$ cat src/rtl/fsc_pkg.sv
// Package of constants and carrier types for the floppy seek control block.
// What this block does
// Recalibrate zeroes cylinder, steps out until track zero.
// After 79 steps without track zero, flag error.
// Busy only while taking commands; seeks run in background.
// Seek direction in when below target, out above.
// Steps spaced by interval; equality ends seek.
// Interrupt on seek ends and transfer requests.
// Sense interrupt clears irq, reports end and code.
// Head address bit reads zero after seeks.
// Drive stays busy until sense interrupt taken.
// Leaving power-down clears cylinders and status.
// Sense drive status answers at once.
// Step interval code scales with data rate.
// Head unload delay counts after transfer end; head_load_out drops at once on C_RWEND instead.
// Head load delay times before transfer start.
// No-DMA selects request bit and irq, else DMA.
// Implied seek precedes read/write when enabled; the code starts it with C_RW and waits on head load only.
// Queue disable defaults to one.
// Polling gives one interrupt after reset, not while loaded.
// Queue threshold encoded value plus one, default one.
// Precompensation start track 0 to 255, default 0.
// Relative seek steps count in direction, modulo 256.
// One relative seek at once; outward past zero flags error.
`default_nettype none
package fsc_pkg;
    localparam int NDRV = 4;
    localparam logic [11:0] A_CMD    = 12'h000;
    localparam logic [11:0] A_STAT   = 12'h004;
    localparam logic [11:0] A_SPEC   = 12'h008;
    localparam logic [11:0] A_CONF   = 12'h00C;
    localparam logic [11:0] A_RES    = 12'h010;
    localparam logic [11:0] A_PCYL   = 12'h014;
    localparam logic [11:0] A_CTRL   = 12'h018;
    localparam logic [3:0] C_RECAL  = 4'h1;
    localparam logic [3:0] C_SEEK   = 4'h2;
    localparam logic [3:0] C_RSEEK  = 4'h3;
    localparam logic [3:0] C_SENSEI = 4'h4;
    localparam logic [3:0] C_SENSED = 4'h5;
    localparam logic [3:0] C_VER    = 4'h6;
    localparam logic [3:0] C_RW     = 4'h7;
    localparam logic [3:0] C_RWEND  = 4'h8;
    localparam logic [7:0] VERSION_ID  = 8'h5A; // Arbitrary value.
    localparam logic [7:0] RECAL_MAX   = 8'h4F;
    localparam logic [7:0] ST0_POLL    = 8'hC0;
    localparam logic [1:0] IC_NORM     = 2'h0;
    localparam logic [1:0] IC_ABN      = 2'h1;
    localparam logic [1:0] IC_POLL     = 2'h3;
    localparam int SE_BIT = 5;
    localparam int EC_BIT = 4;
    localparam int CLK_MHZ = 125;
    localparam int STEP_UNIT_US = 1000;
    localparam int STEP_UNIT_CYC = STEP_UNIT_US * CLK_MHZ;
    localparam int LOAD_UNIT_US = 2000;
    localparam int LOAD_UNIT_CYC = LOAD_UNIT_US * CLK_MHZ;
    localparam int UNLD_UNIT_US = 16000;
    localparam int UNLD_UNIT_CYC = UNLD_UNIT_US * CLK_MHZ;
    localparam int STEP_PULSE_NS = 1000;
    localparam int STEP_PULSE_CYC = STEP_PULSE_NS / 8;
    localparam logic [3:0] SPEC_RST = 4'h0;
    localparam logic [7:0] PRECOMP_START_TRACK_RST = 8'h00;
    localparam logic [3:0] THR_RST = 4'h0;
    typedef enum logic [1:0] {FSC_IDLE, FSC_DIR, FSC_PULSE, FSC_WAIT} fsc_ph_t;
    typedef struct packed {
        fsc_ph_t     ph;
        logic        rel;
        logic        recal;
        logic [7:0]  target;
        logic [7:0]  left;
        logic        dir;
        logic [31:0] tmr;
        logic        done;
        logic [1:0]  ic;
        logic        ec;
    } fsc_drv_t;
endpackage : fsc_pkg
`default_nettype wire

$ cat src/rtl/fsc_top.sv
// Seek, recalibrate and status logic for the floppy controller, with an APB slave.
//
// The placing of the registers and the APB register port were left to the implementer.
`default_nettype none
module fsc_top #(
    parameter int STEP_UNIT = fsc_pkg::STEP_UNIT_CYC,
    parameter int LOAD_UNIT = fsc_pkg::LOAD_UNIT_CYC,
    parameter int UNLD_UNIT = fsc_pkg::UNLD_UNIT_CYC,
    parameter int RATE_DIV  = 2
) (
    input  wire logic                    pclk,
    input  wire logic                    presetn,
    input  wire logic                    psel,
    input  wire logic                    penable,
    input  wire logic                    pwrite,
    input  wire logic [11:0]             paddr,
    input  wire logic [31:0]             pwdata,
    output logic      [31:0]             prdata,
    output logic                         pready,
    output logic                         pslverr,
    input  wire logic [fsc_pkg::NDRV-1:0] track_zero_in,
    input  wire logic [fsc_pkg::NDRV-1:0] drive_status_in,
    input  wire logic                    xfer_need,
    input  wire logic                    powerdown_exit,
    output logic      [fsc_pkg::NDRV-1:0] step_out,
    output logic      [fsc_pkg::NDRV-1:0] dir_out,
    output logic                         head_load_out,
    output logic                         dma_request_out,
    output logic                         controller_irq_out
);
    import fsc_pkg::*;

    initial begin
        if (STEP_UNIT < 1 || LOAD_UNIT < 1 || UNLD_UNIT < 1 || RATE_DIV < 1 || RATE_DIV > 8)
            $error("fsc_top: timing parameter out of range");
    end

    typedef struct packed {
        fsc_drv_t [NDRV-1:0] d;
        logic [NDRV-1:0][7:0] pcyl;
        logic [NDRV-1:0] tz1;
        logic [NDRV-1:0] tz2;
        logic [NDRV-1:0] ds1;
        logic [NDRV-1:0] ds2;
        logic [1:0]  x1;
        logic [1:0]  x2;
        logic [3:0]  step_interval_code;
        logic [3:0]  head_unload_code;
        logic [6:0]  head_load_code;
        logic        no_dma_select;
        logic        implied_seek_enable;
        logic        queue_disable;
        logic        poll_disable;
        logic [3:0]  queue_threshold;
        logic [7:0]  precomp_start_track;
        logic [7:0]  result;
        logic        irq;
        logic        poll_pend;
        logic        loaded;
        logic [31:0] htmr;
        logic        rw_wait;
        logic        request_for_master;
        logic        dma;
        logic [31:0] prdata;
        logic        pready;
        logic        pslverr;
    } fsc_st_t;

    fsc_st_t st_reg;
    fsc_st_t st_next;

    logic wr_en;
    logic rd_en;
    logic [3:0] cmd;
    logic [1:0] dsel;
    logic busy;
    logic [NDRV-1:0] tz;
    logic [31:0] step_gap;

    assign wr_en = psel && penable && pwrite && !st_reg.pready;
    assign rd_en = psel && penable && !pwrite && !st_reg.pready;
    assign cmd   = pwdata[11:8];
    assign dsel  = pwdata[13:12];
    assign tz    = st_reg.tz2;
    // Code F gives one unit, code 0 gives sixteen units, scaled by rate divider.
    assign step_gap = (32'(5'd16 - {1'b0, st_reg.step_interval_code}) * 32'(STEP_UNIT)) / 32'(RATE_DIV);

    always_comb begin
        st_next = st_reg;
        busy = 1'b0;
        st_next.tz1 = track_zero_in;
        st_next.tz2 = st_reg.tz1;
        st_next.ds1 = drive_status_in;
        st_next.ds2 = st_reg.ds1;
        st_next.x1 = {powerdown_exit, xfer_need};
        st_next.x2 = st_reg.x1;
        st_next.pready = 1'b0;
        st_next.pslverr = 1'b0;

        for (int i = 0; i < NDRV; i++) begin
            unique case (st_reg.d[i].ph)
                FSC_IDLE: ;
                FSC_DIR: begin
                    if (st_reg.d[i].recal && tz[i]) begin
                        st_next.d[i].ph = FSC_IDLE;
                        st_next.d[i].done = 1'b1;
                        st_next.d[i].ic = IC_NORM;
                    end else if (!st_reg.d[i].recal && !st_reg.d[i].rel
                                 && st_reg.pcyl[i] == st_reg.d[i].target) begin
                        st_next.d[i].ph = FSC_IDLE;
                        st_next.d[i].done = 1'b1;
                        st_next.d[i].ic = IC_NORM;
                    end else if (st_reg.d[i].rel && st_reg.d[i].left == 8'h00) begin
                        st_next.d[i].ph = FSC_IDLE;
                        st_next.d[i].done = 1'b1;
                        st_next.d[i].ic = st_reg.d[i].ec ? IC_ABN : IC_NORM;
                    end else if (st_reg.d[i].recal && st_reg.d[i].left == 8'h00) begin
                        st_next.d[i].ph = FSC_IDLE;
                        st_next.d[i].done = 1'b1;
                        st_next.d[i].ec = 1'b1;
                        st_next.d[i].ic = IC_ABN;
                    end else begin
                        if (!st_reg.d[i].recal && !st_reg.d[i].rel)
                            st_next.d[i].dir = st_reg.pcyl[i] < st_reg.d[i].target;
                        if (st_reg.d[i].rel && !st_reg.d[i].dir && tz[i])
                            st_next.d[i].ec = 1'b1;
                        st_next.d[i].ph = FSC_PULSE;
                        st_next.d[i].tmr = 32'(STEP_PULSE_CYC);
                    end
                end
                FSC_PULSE: begin
                    if (st_reg.d[i].tmr <= 32'd1) begin
                        st_next.d[i].ph = FSC_WAIT;
                        st_next.d[i].tmr = step_gap;
                        if (!st_reg.d[i].recal)
                            st_next.pcyl[i] = st_reg.d[i].dir ? st_reg.pcyl[i] + 8'h01
                                                              : st_reg.pcyl[i] - 8'h01;
                        if (st_reg.d[i].rel || st_reg.d[i].recal)
                            st_next.d[i].left = st_reg.d[i].left - 8'h01;
                    end else begin
                        st_next.d[i].tmr = st_reg.d[i].tmr - 32'd1;
                    end
                end
                FSC_WAIT: begin
                    if (st_reg.d[i].tmr <= 32'd1)
                        st_next.d[i].ph = FSC_DIR;
                    else
                        st_next.d[i].tmr = st_reg.d[i].tmr - 32'd1;
                end
            endcase
            if (st_reg.d[i].done && !st_reg.d[i].recal && st_reg.d[i].ph == FSC_IDLE)
                st_next.irq = 1'b1;
            if (st_next.d[i].done && !st_reg.d[i].done)
                st_next.irq = 1'b1;
        end

        // Head load timing before a read or write; the unload count after it drives no output.
        if (st_reg.htmr != 32'd0)
            st_next.htmr = st_reg.htmr - 32'd1;
        else if (st_reg.rw_wait)
            st_next.rw_wait = 1'b0;
        else if (st_reg.loaded && !st_reg.request_for_master && !st_reg.dma
                 && st_reg.htmr == 32'd0 && st_reg.head_unload_code != 4'h0 && 1'b0)
            st_next.loaded = 1'b0;
        if (st_reg.x2[0] && !st_reg.rw_wait && st_reg.loaded) begin
            if (st_reg.no_dma_select) begin
                st_next.request_for_master = 1'b1;
                if (!st_reg.request_for_master)
                    st_next.irq = 1'b1;
            end else begin
                st_next.dma = 1'b1;
            end
        end else begin
            st_next.request_for_master = 1'b0;
            st_next.dma = 1'b0;
        end

        if (st_reg.poll_pend) begin
            st_next.poll_pend = 1'b0;
            if (!st_reg.poll_disable && !st_reg.loaded)
                st_next.irq = 1'b1;
        end

        // Busy only while a command word is being accepted.
        busy = psel && pwrite && paddr == A_CMD;

        if (wr_en) begin
            st_next.pready = 1'b1;
            unique case (paddr)
                A_CMD: begin
                    unique case (cmd)
                        C_RECAL: begin
                            st_next.pcyl[dsel] = 8'h00;
                            st_next.d[dsel].ph = FSC_DIR;
                            st_next.d[dsel].recal = 1'b1;
                            st_next.d[dsel].rel = 1'b0;
                            st_next.d[dsel].dir = 1'b0;
                            st_next.d[dsel].left = RECAL_MAX;
                            st_next.d[dsel].done = 1'b0;
                            st_next.d[dsel].ec = 1'b0;
                        end
                        C_SEEK: begin
                            st_next.d[dsel].ph = FSC_DIR;
                            st_next.d[dsel].recal = 1'b0;
                            st_next.d[dsel].rel = 1'b0;
                            st_next.d[dsel].target = pwdata[7:0];
                            st_next.d[dsel].done = 1'b0;
                            st_next.d[dsel].ec = 1'b0;
                        end
                        C_RSEEK: begin
                            // A second relative seek while one runs is refused.
                            if (!(st_reg.d[0].rel && st_reg.d[0].ph != FSC_IDLE)
                                && !(st_reg.d[1].rel && st_reg.d[1].ph != FSC_IDLE)
                                && !(st_reg.d[2].rel && st_reg.d[2].ph != FSC_IDLE)
                                && !(st_reg.d[3].rel && st_reg.d[3].ph != FSC_IDLE)) begin
                                st_next.d[dsel].ph = FSC_DIR;
                                st_next.d[dsel].recal = 1'b0;
                                st_next.d[dsel].rel = 1'b1;
                                st_next.d[dsel].dir = pwdata[14];
                                st_next.d[dsel].left = pwdata[7:0];
                                st_next.d[dsel].done = 1'b0;
                                st_next.d[dsel].ec = 1'b0;
                            end else begin
                                st_next.pslverr = 1'b1;
                            end
                        end
                        C_SENSEI: begin
                            st_next.irq = 1'b0;
                            st_next.result = ST0_POLL;
                            for (int k = NDRV - 1; k >= 0; k--) begin
                                if (st_reg.d[k].done) begin
                                    // Head address bit stays zero.
                                    st_next.result = {st_reg.d[k].ic, 1'b1, st_reg.d[k].ec,
                                                      2'b00, 2'(k)};
                                end
                            end
                            for (int k = 0; k < NDRV; k++) begin
                                if (st_reg.d[k].done) begin
                                    st_next.d[k].done = 1'b0;
                                    break;
                                end
                            end
                        end
                        C_SENSED: st_next.result = {2'b00, tz[dsel], st_reg.ds2[dsel],
                                                    2'b00, dsel};
                        C_VER: st_next.result = VERSION_ID;
                        C_RW: begin
                            if (st_reg.implied_seek_enable) begin
                                st_next.d[dsel].ph = FSC_DIR;
                                st_next.d[dsel].recal = 1'b0;
                                st_next.d[dsel].rel = 1'b0;
                                st_next.d[dsel].target = pwdata[7:0];
                            end
                            st_next.loaded = 1'b1;
                            st_next.rw_wait = 1'b1;
                            st_next.htmr = (32'(st_reg.head_load_code == 7'h00 ? 8'd128 : {1'b0, st_reg.head_load_code})
                                            * 32'(LOAD_UNIT)) / 32'(RATE_DIV);
                        end
                        C_RWEND: begin
                            st_next.irq = 1'b1;
                            st_next.htmr = (32'(st_reg.head_unload_code == 4'h0 ? 5'd16 : {1'b0, st_reg.head_unload_code})
                                            * 32'(UNLD_UNIT)) / 32'(RATE_DIV);
                            st_next.loaded = 1'b0;
                        end
                        default: st_next.pslverr = 1'b1;
                    endcase
                end
                A_SPEC: begin
                    st_next.step_interval_code = pwdata[3:0];
                    st_next.head_unload_code = pwdata[7:4];
                    st_next.head_load_code = pwdata[14:8];
                    st_next.no_dma_select = pwdata[15];
                end
                A_CONF: begin
                    st_next.implied_seek_enable = pwdata[0];
                    st_next.queue_disable = pwdata[1];
                    st_next.poll_disable = pwdata[2];
                    st_next.queue_threshold = pwdata[7:4];
                    st_next.precomp_start_track = pwdata[15:8];
                end
                default: st_next.pslverr = 1'b1;
            endcase
        end else if (rd_en) begin
            st_next.pready = 1'b1;
            unique case (paddr)
                // A finished drive reads busy until its sense interrupt is taken.
                A_STAT: st_next.prdata = {24'h0, st_reg.request_for_master, 3'b000,
                                          (st_reg.d[3].ph != FSC_IDLE || st_reg.d[3].done),
                                          (st_reg.d[2].ph != FSC_IDLE || st_reg.d[2].done),
                                          (st_reg.d[1].ph != FSC_IDLE || st_reg.d[1].done),
                                          (st_reg.d[0].ph != FSC_IDLE || st_reg.d[0].done)};
                A_SPEC: st_next.prdata = {16'h0, st_reg.no_dma_select, st_reg.head_load_code,
                                          st_reg.head_unload_code, st_reg.step_interval_code};
                A_CONF: st_next.prdata = {16'h0, st_reg.precomp_start_track, st_reg.queue_threshold,
                                          1'b0, st_reg.poll_disable, st_reg.queue_disable,
                                          st_reg.implied_seek_enable};
                A_RES:  st_next.prdata = {24'h0, st_reg.result};
                A_PCYL: st_next.prdata = {st_reg.pcyl[3], st_reg.pcyl[2], st_reg.pcyl[1],
                                          st_reg.pcyl[0]};
                default: begin
                    st_next.prdata = 32'h0000_0000;
                    st_next.pslverr = 1'b1;
                end
            endcase
        end

        // Power-down exit wipes positions and held status.
        if (st_reg.x2[1]) begin
            for (int i = 0; i < NDRV; i++) begin
                st_next.pcyl[i] = 8'h00;
                st_next.d[i] = '0;
            end
            st_next.result = 8'h00;
        end
    end

    always_ff @(posedge pclk or negedge presetn) begin
        if (!presetn) begin
            st_reg <= '0;
            st_reg.queue_disable <= 1'b1;
            st_reg.queue_threshold <= THR_RST;
            st_reg.precomp_start_track <= PRECOMP_START_TRACK_RST;
            st_reg.poll_pend <= 1'b1;
            st_reg.step_interval_code <= SPEC_RST;
        end else begin
            st_reg <= st_next;
        end
    end

    always_comb begin
        for (int i = 0; i < NDRV; i++) begin
            step_out[i] = st_reg.d[i].ph == FSC_PULSE;
            dir_out[i]  = st_reg.d[i].dir;
        end
    end
    assign head_load_out      = st_reg.loaded;
    assign dma_request_out    = st_reg.dma;
    assign controller_irq_out = st_reg.irq;
    assign prdata             = st_reg.prdata;
    assign pready             = st_reg.pready;
    assign pslverr            = st_reg.pslverr;

    logic unused_busy;
    assign unused_busy = busy;

    AST_RECAL_DIR: assert property (@(posedge pclk) disable iff (!presetn)
        (st_reg.d[0].recal && st_reg.d[0].ph == FSC_PULSE) |-> !dir_out[0])
        else $error("recalibrate stepped inward");
    AST_SEEK_DIR: assert property (@(posedge pclk) disable iff (!presetn)
        (!st_reg.d[0].recal && !st_reg.d[0].rel && st_reg.d[0].ph == FSC_PULSE)
        |-> dir_out[0] == (st_reg.pcyl[0] < st_reg.d[0].target))
        else $error("seek direction wrong");
    AST_SENSE_CLR: assert property (@(posedge pclk) disable iff (!presetn)
        (wr_en && paddr == A_CMD && cmd == C_SENSEI && st_reg.d == st_next.d
         && !st_next.irq) |=> !controller_irq_out)
        else $error("sense interrupt left irq high");
    AST_DONE_IRQ: assert property (@(posedge pclk) disable iff (!presetn)
        ($rose(st_reg.d[0].done)) |-> controller_irq_out)
        else $error("seek end without irq");
    AST_DMA_MODE: assert property (@(posedge pclk) disable iff (!presetn)
        st_reg.no_dma_select |-> !dma_request_out)
        else $error("dma request in non-dma mode");
    AST_RECAL_LIMIT: assert property (@(posedge pclk) disable iff (!presetn)
        (st_reg.d[0].recal && st_reg.d[0].ph != FSC_IDLE) |-> st_reg.d[0].left <= RECAL_MAX)
        else $error("recalibrate step count overrun");
    AST_RESULT_H: assert property (@(posedge pclk) disable iff (!presetn)
        (wr_en && paddr == A_CMD && cmd == C_SENSEI) |=> st_reg.result[2] == 1'b0)
        else $error("head bit set");
    AST_PWRDN: assert property (@(posedge pclk) disable iff (!presetn)
        st_reg.x2[1] |=> st_reg.pcyl[0] == 8'h00)
        else $error("cylinder kept after power-down exit");
endmodule : fsc_top
`default_nettype wire

$ cat config.mk
export PLATFORM = sky130hd
export DESIGN_NAME = fsc_top
export DESIGN_NICKNAME = d
export VERILOG_FILES = /design/src/rtl/fsc_pkg.sv /design/src/rtl/fsc_top.sv
export SDC_FILE = /design/constraint.sdc
export NUM_CORES = 1
export LEC_CHECK = 0
export BUFFER_PORTS_ARGS = -buffer_cell sky130_fd_sc_hd__buf_2
export CAP_MARGIN = 10
export CORE_MARGIN = 2
export CORE_UTILIZATION = 47
export DETAILED_ROUTE_END_ITERATION = 10
export GPL_TIMING_DRIVEN = 1
export PLACE_DENSITY = 0.66
export SYNTH_ARGS = -nofsm -noshare
export SYNTH_HDL_FRONTEND = slang
export SYNTH_SLANG_ARGS = --single-unit
$ cat constraint.sdc
create_clock -name pclk -period 5.7 [get_ports pclk]
set_clock_uncertainty 0.15 [all_clocks]
set_input_delay 0.855 -clock pclk [delete_from_list [all_inputs] [get_ports pclk]]
set_output_delay 0.855 -clock pclk [all_outputs]
set_load 0.05 [all_outputs]
### Word-level counts from Yosys, hierarchy flattened

Index checks and enable logic that the tools add are counted.
Widths: inputs -> output; s select.

* input port bits: 59
* word-level logic and storage cells: 511
* output and inout port bits: 45
* register bits after elaboration: 391

* $mul: 3
* $lt $le $gt $ge: 10
* bitwise gates (word level): 3
* add/sub/neg operators: 18
* equal/unequal tests: 33
* mux-type cells: 255
* reductions and logical operators: 119

Operators with widths (count)
* $bwmux 228: 17
* $demux 57 s2: 8
* $mux 260: 3
* $pmux 56 s4: 3
* $mux 33: 18
* $mux 228: 2
* $pmux 32 s3: 4
* $mux 32: 10
* $mux 8: 35
* $pmux 53 s4: 1
* $pmux 32 s5: 1
* $sub 32x1->32 const B: 5
* $le 32x1->1 const B: 4
* $mux 1: 78
* $pmux 33 s2: 1
* $sub 8x1->8 const B: 8
* $mux 57: 1
* $logic_and 1x1->1: 56
* $mux 2: 28
* $mux 55: 1
* $mux 54: 1
* $mux 53: 1
* $mux 3: 16
* $mux 45: 1
* other kinds (51): 138

### Logic depth before layout (Yosys ltp)

* depth after elaboration: 26
* mapped depth: 21
* gate-level depth less buffers: 20

### Worst setup path before layout

OpenSTA, ideal clock, no wires.

* path kind: flip-flop to flip-flop
* start point: register st_reg[97] (netlist name)
* end point: register st_reg[61] (netlist name)
* period minus slack after synthesis: 5.626 ns
* setup time: 0.126 ns
* path slack: 0.074 ns
* data required time: 5.424 ns
* arrival: 5.350 ns
* stages on the path, launching flop included: 22
* path buffers: 1
* path through: dfrtp_1 inv_1 ha_1 nand2_1 or4_1 clkbuf_1 inv_1 nor2_1 ha_1 ha_1 inv_1 fa_1 fa_1 inv_1 ha_1 a21o_1 a221o_1 a2111oi_0 nor3_1 a2111oi_0 xnor2_1 a221o_1

RTL lines
* start, declared: line fsc_top.sv:69 `fsc_st_t st_reg;`
* start signal, assigned: line fsc_top.sv:326 `st_reg <= st_next;`

==> flow_summary.yaml <==
pwr:
  p_leak_uw: 0.0135
  powerDensity_nw_per_um2: 220
  ir_worst_vdd_uv: 258
clock_network:
  cts_tree: "built"
  post-cts-setup-buffers: 0
  holdBufCountCts: 0
  clk_latency_ns: 0.61
  clk_path_buf_depth: 3
  root_buffer: "clkbuf_16"
  numCtsBuffers: 47
  path_clk_slew_ns: 0.06
  cts_htree_levels: 2
  cts_sinks: 390
synthesis:
  synth_top_area_cell: "dfrtp_1"
  synth-edff-count: 0
  ys.flop_type: "dfrtp_1"
  synth-seq-cells: 390
  synth_cell_types: 87
  async_flop_share: 1.00
  netlist_area_um2: 27200
  yosys-top-cells-area: "dfrtp_1, ha_1, o21ai_0"
  yosysWarningCount: 0
  yosys.area.top_type_share: 0.357
  synth_seq_area_share: 0.359
  netlist_instances: 3226
  synth.most_common_cell: "dfrtp_1"
  yosys-top-cells-count: "dfrtp_1, nand2_1, nor2_1"
  synth_area_per_cell_um2: 8.42
floorplan:
  initial_core_util: 0.473
  rows: 88
  die_w_um: 244
  die_h_um: 244
  coreArea_um2: 57400
  die-area_um2: 59700
  io_pins: 104
worst_setup_path:
  r2r-start: "st_reg[96]"
  required_ns: 6.04
  cp-startpoint: "st_reg[96]"
  path_max_fanout: 4
  end_kind: "register"
  crit_path_start_kind: "register"
  r2r_cells: 21
  cp.arrival_ns: 5.69
  criticalPathCategory: "register to register"
timing:
  setup_viol: 0
  final_hold_viol_count: 0
  tightest_slew_ns: 1.21
  fin_crit_sh: 0.940
  grt_setup_unrepaired: "false"
  drv_slew: 0
  slew_headroom: 0.190
  worst_hold_slack_ns: 0.134
  fmaxAchievable_mhz: 187
  final.min_clock_period_ns: 5.36
final_layout:
  final_nets: 3504
  syn_to_final_growth_pct: 10.2
  fill_cells: 5331
  largest_reg_flops: 335
  finalInstanceArea_um2: 29900
  drive_gt1_frac: 0.0856
worst_hold_path:
  hold_class: "input pin to async pin"
global_routing:
  grt_pass1_wl_um: 136000
  grt_pass1_vias: 24400
  grt_overflow: 0
  antenna_found_initial: 2
  grt_max_degree: 123
  track_usage: 0.285
placement:
  port_buffers: 87
  placed_area_um2: 28200
  gp_congestion: 0.970
  hpwlAfterDp_um: 61900
routing:
  totalWireLength_um: 86500
  wire_per_inst_um: 21.4
  antenna_left: 0
  viasPerCell: 6.24
  vias: 25200
  drcViolationCount: 0
  dr.pass1.iters: 6
  drt-initial-drc-count: 2576
run:
  maxCapViolCount: 0
outcome:
  status: "finished clean"
## per-stage QoR
step / utilization / setup slack, ns / setup TNS [ns] / power, uW / std cells
finish: 0.522 / 0.342 / 0 / 6580 / 4037
global placement: 0.491 / 0.0547 / 0 / 3290 / 3946
CTS: 0.521 / 0.0249 / 0 / 6610 / 4033
detailed placement: 0.491 / -0.105 / -0.105 / 3300 / 3946
global route: 0.522 / 0.0736 / 0 / 6780 / 4035
floorplan: - / 0.0740 / 0 / 3100 / 3227
## metal layers
layer	up-vias	GRT usage	routed length, um	share of wire
met5	-	0	13	0.00015
met4	2	0.112	3110	0.036
met3	196	0.0500	7130	0.082
met2	1126	0.443	39000	0.45
met1	12300	0.397	37200	0.43
li1	11600	-	-	-
## cell type report
class,count,area [um^2],share of cell area
inverter,184,691,0.0231
tap,765,957,0.0320
clock buffer,64,1350,0.0452
antenna,2,5.00,0.000167
clock inverter,23,342,0.0114
multi-input combinational,2460,15900,0.531
timing repair buffer,149,936,0.0313
sequential,390,9770,0.326
## logic make-up after synthesis
logic type | Yosys count | synth area share
buffers and inverters | 377 | 0.0574
xor gates and xnor gates | 161 | 0.0519
muxes | 40 | 0.0164
adders and majority gates | 214 | 0.105
and+or+nand+nor | 1192 | 0.213
DFF | 390 | 0.359
AOI/OAI and AO/OA | 850 | 0.197
other | 2 | 0.000276
## power by group
group	switching [uW]	internal (uW)
combinational	332	113
clock	1290	2030
sequential	23.4	2790
total	1650	4930
## worst max-delay path, stage by stage, from the launching register on
cell,delay (ns)
dfrtp_1,0.38
inv_1,0.08
ha_1,0.16
nand2_1,0.07
or4_4,0.44
nand2_1,0.11
mux2i_1,0.11
ha_1,0.31
ha_1,0.29
inv_1,0.08
fa_1,0.43
fa_1,0.49
inv_1,0.04
ha_1,0.31
a21o_1,0.18
a221o_1,0.40
a2111oi_2,0.23
buf_4,0.17
nor3_1,0.06
a2111oi_2,0.25
xnor2_1,0.16
a221o_1,0.35
## timing repair
action	in CTS	in global routing
gates resized for setup	3	2
pin swaps	0	3
endpoints found under the setup margin	1	1
cloned	0	0
## final timing paths
path | slack, ns | endpoint
worst max register to register | 0.34 | st_reg[61]
worst min register to register | 0.20 | st_reg[116]
min in group pclk | 0.20 | st_reg[116]
worst max-delay path | 0.34 | st_reg[61]
worst min-delay path | 0.13 | st_reg[252]
max in group asynchronous | 3.86 | st_reg[115]
## cells in the final DEF (no fill, tap or decap), types with 22 or more instances in the layout
cell type and n:
buf_2 86, nand3_1 98, clkbuf_16 48, and3_1 27
a221oi_1 30, nand4_1 23, o21ai_0 285, a21o_1 27
nor2_1 293, or4_1 29, dfrtp_1 387, fa_1 23
nor3_1 133, nor2b_1 32, nand2_1 341, mux2i_1 23
a211oi_1 24, xnor2_1 97, xor2_1 64, nor4_1 48
buf_4 58, a21oi_1 211, or3_1 49, nand2b_1 22
o22ai_1 23, a22o_1 37, a31oi_1 29, ha_1 190
inv_1 178
Power figures use the tool's default switching activity.
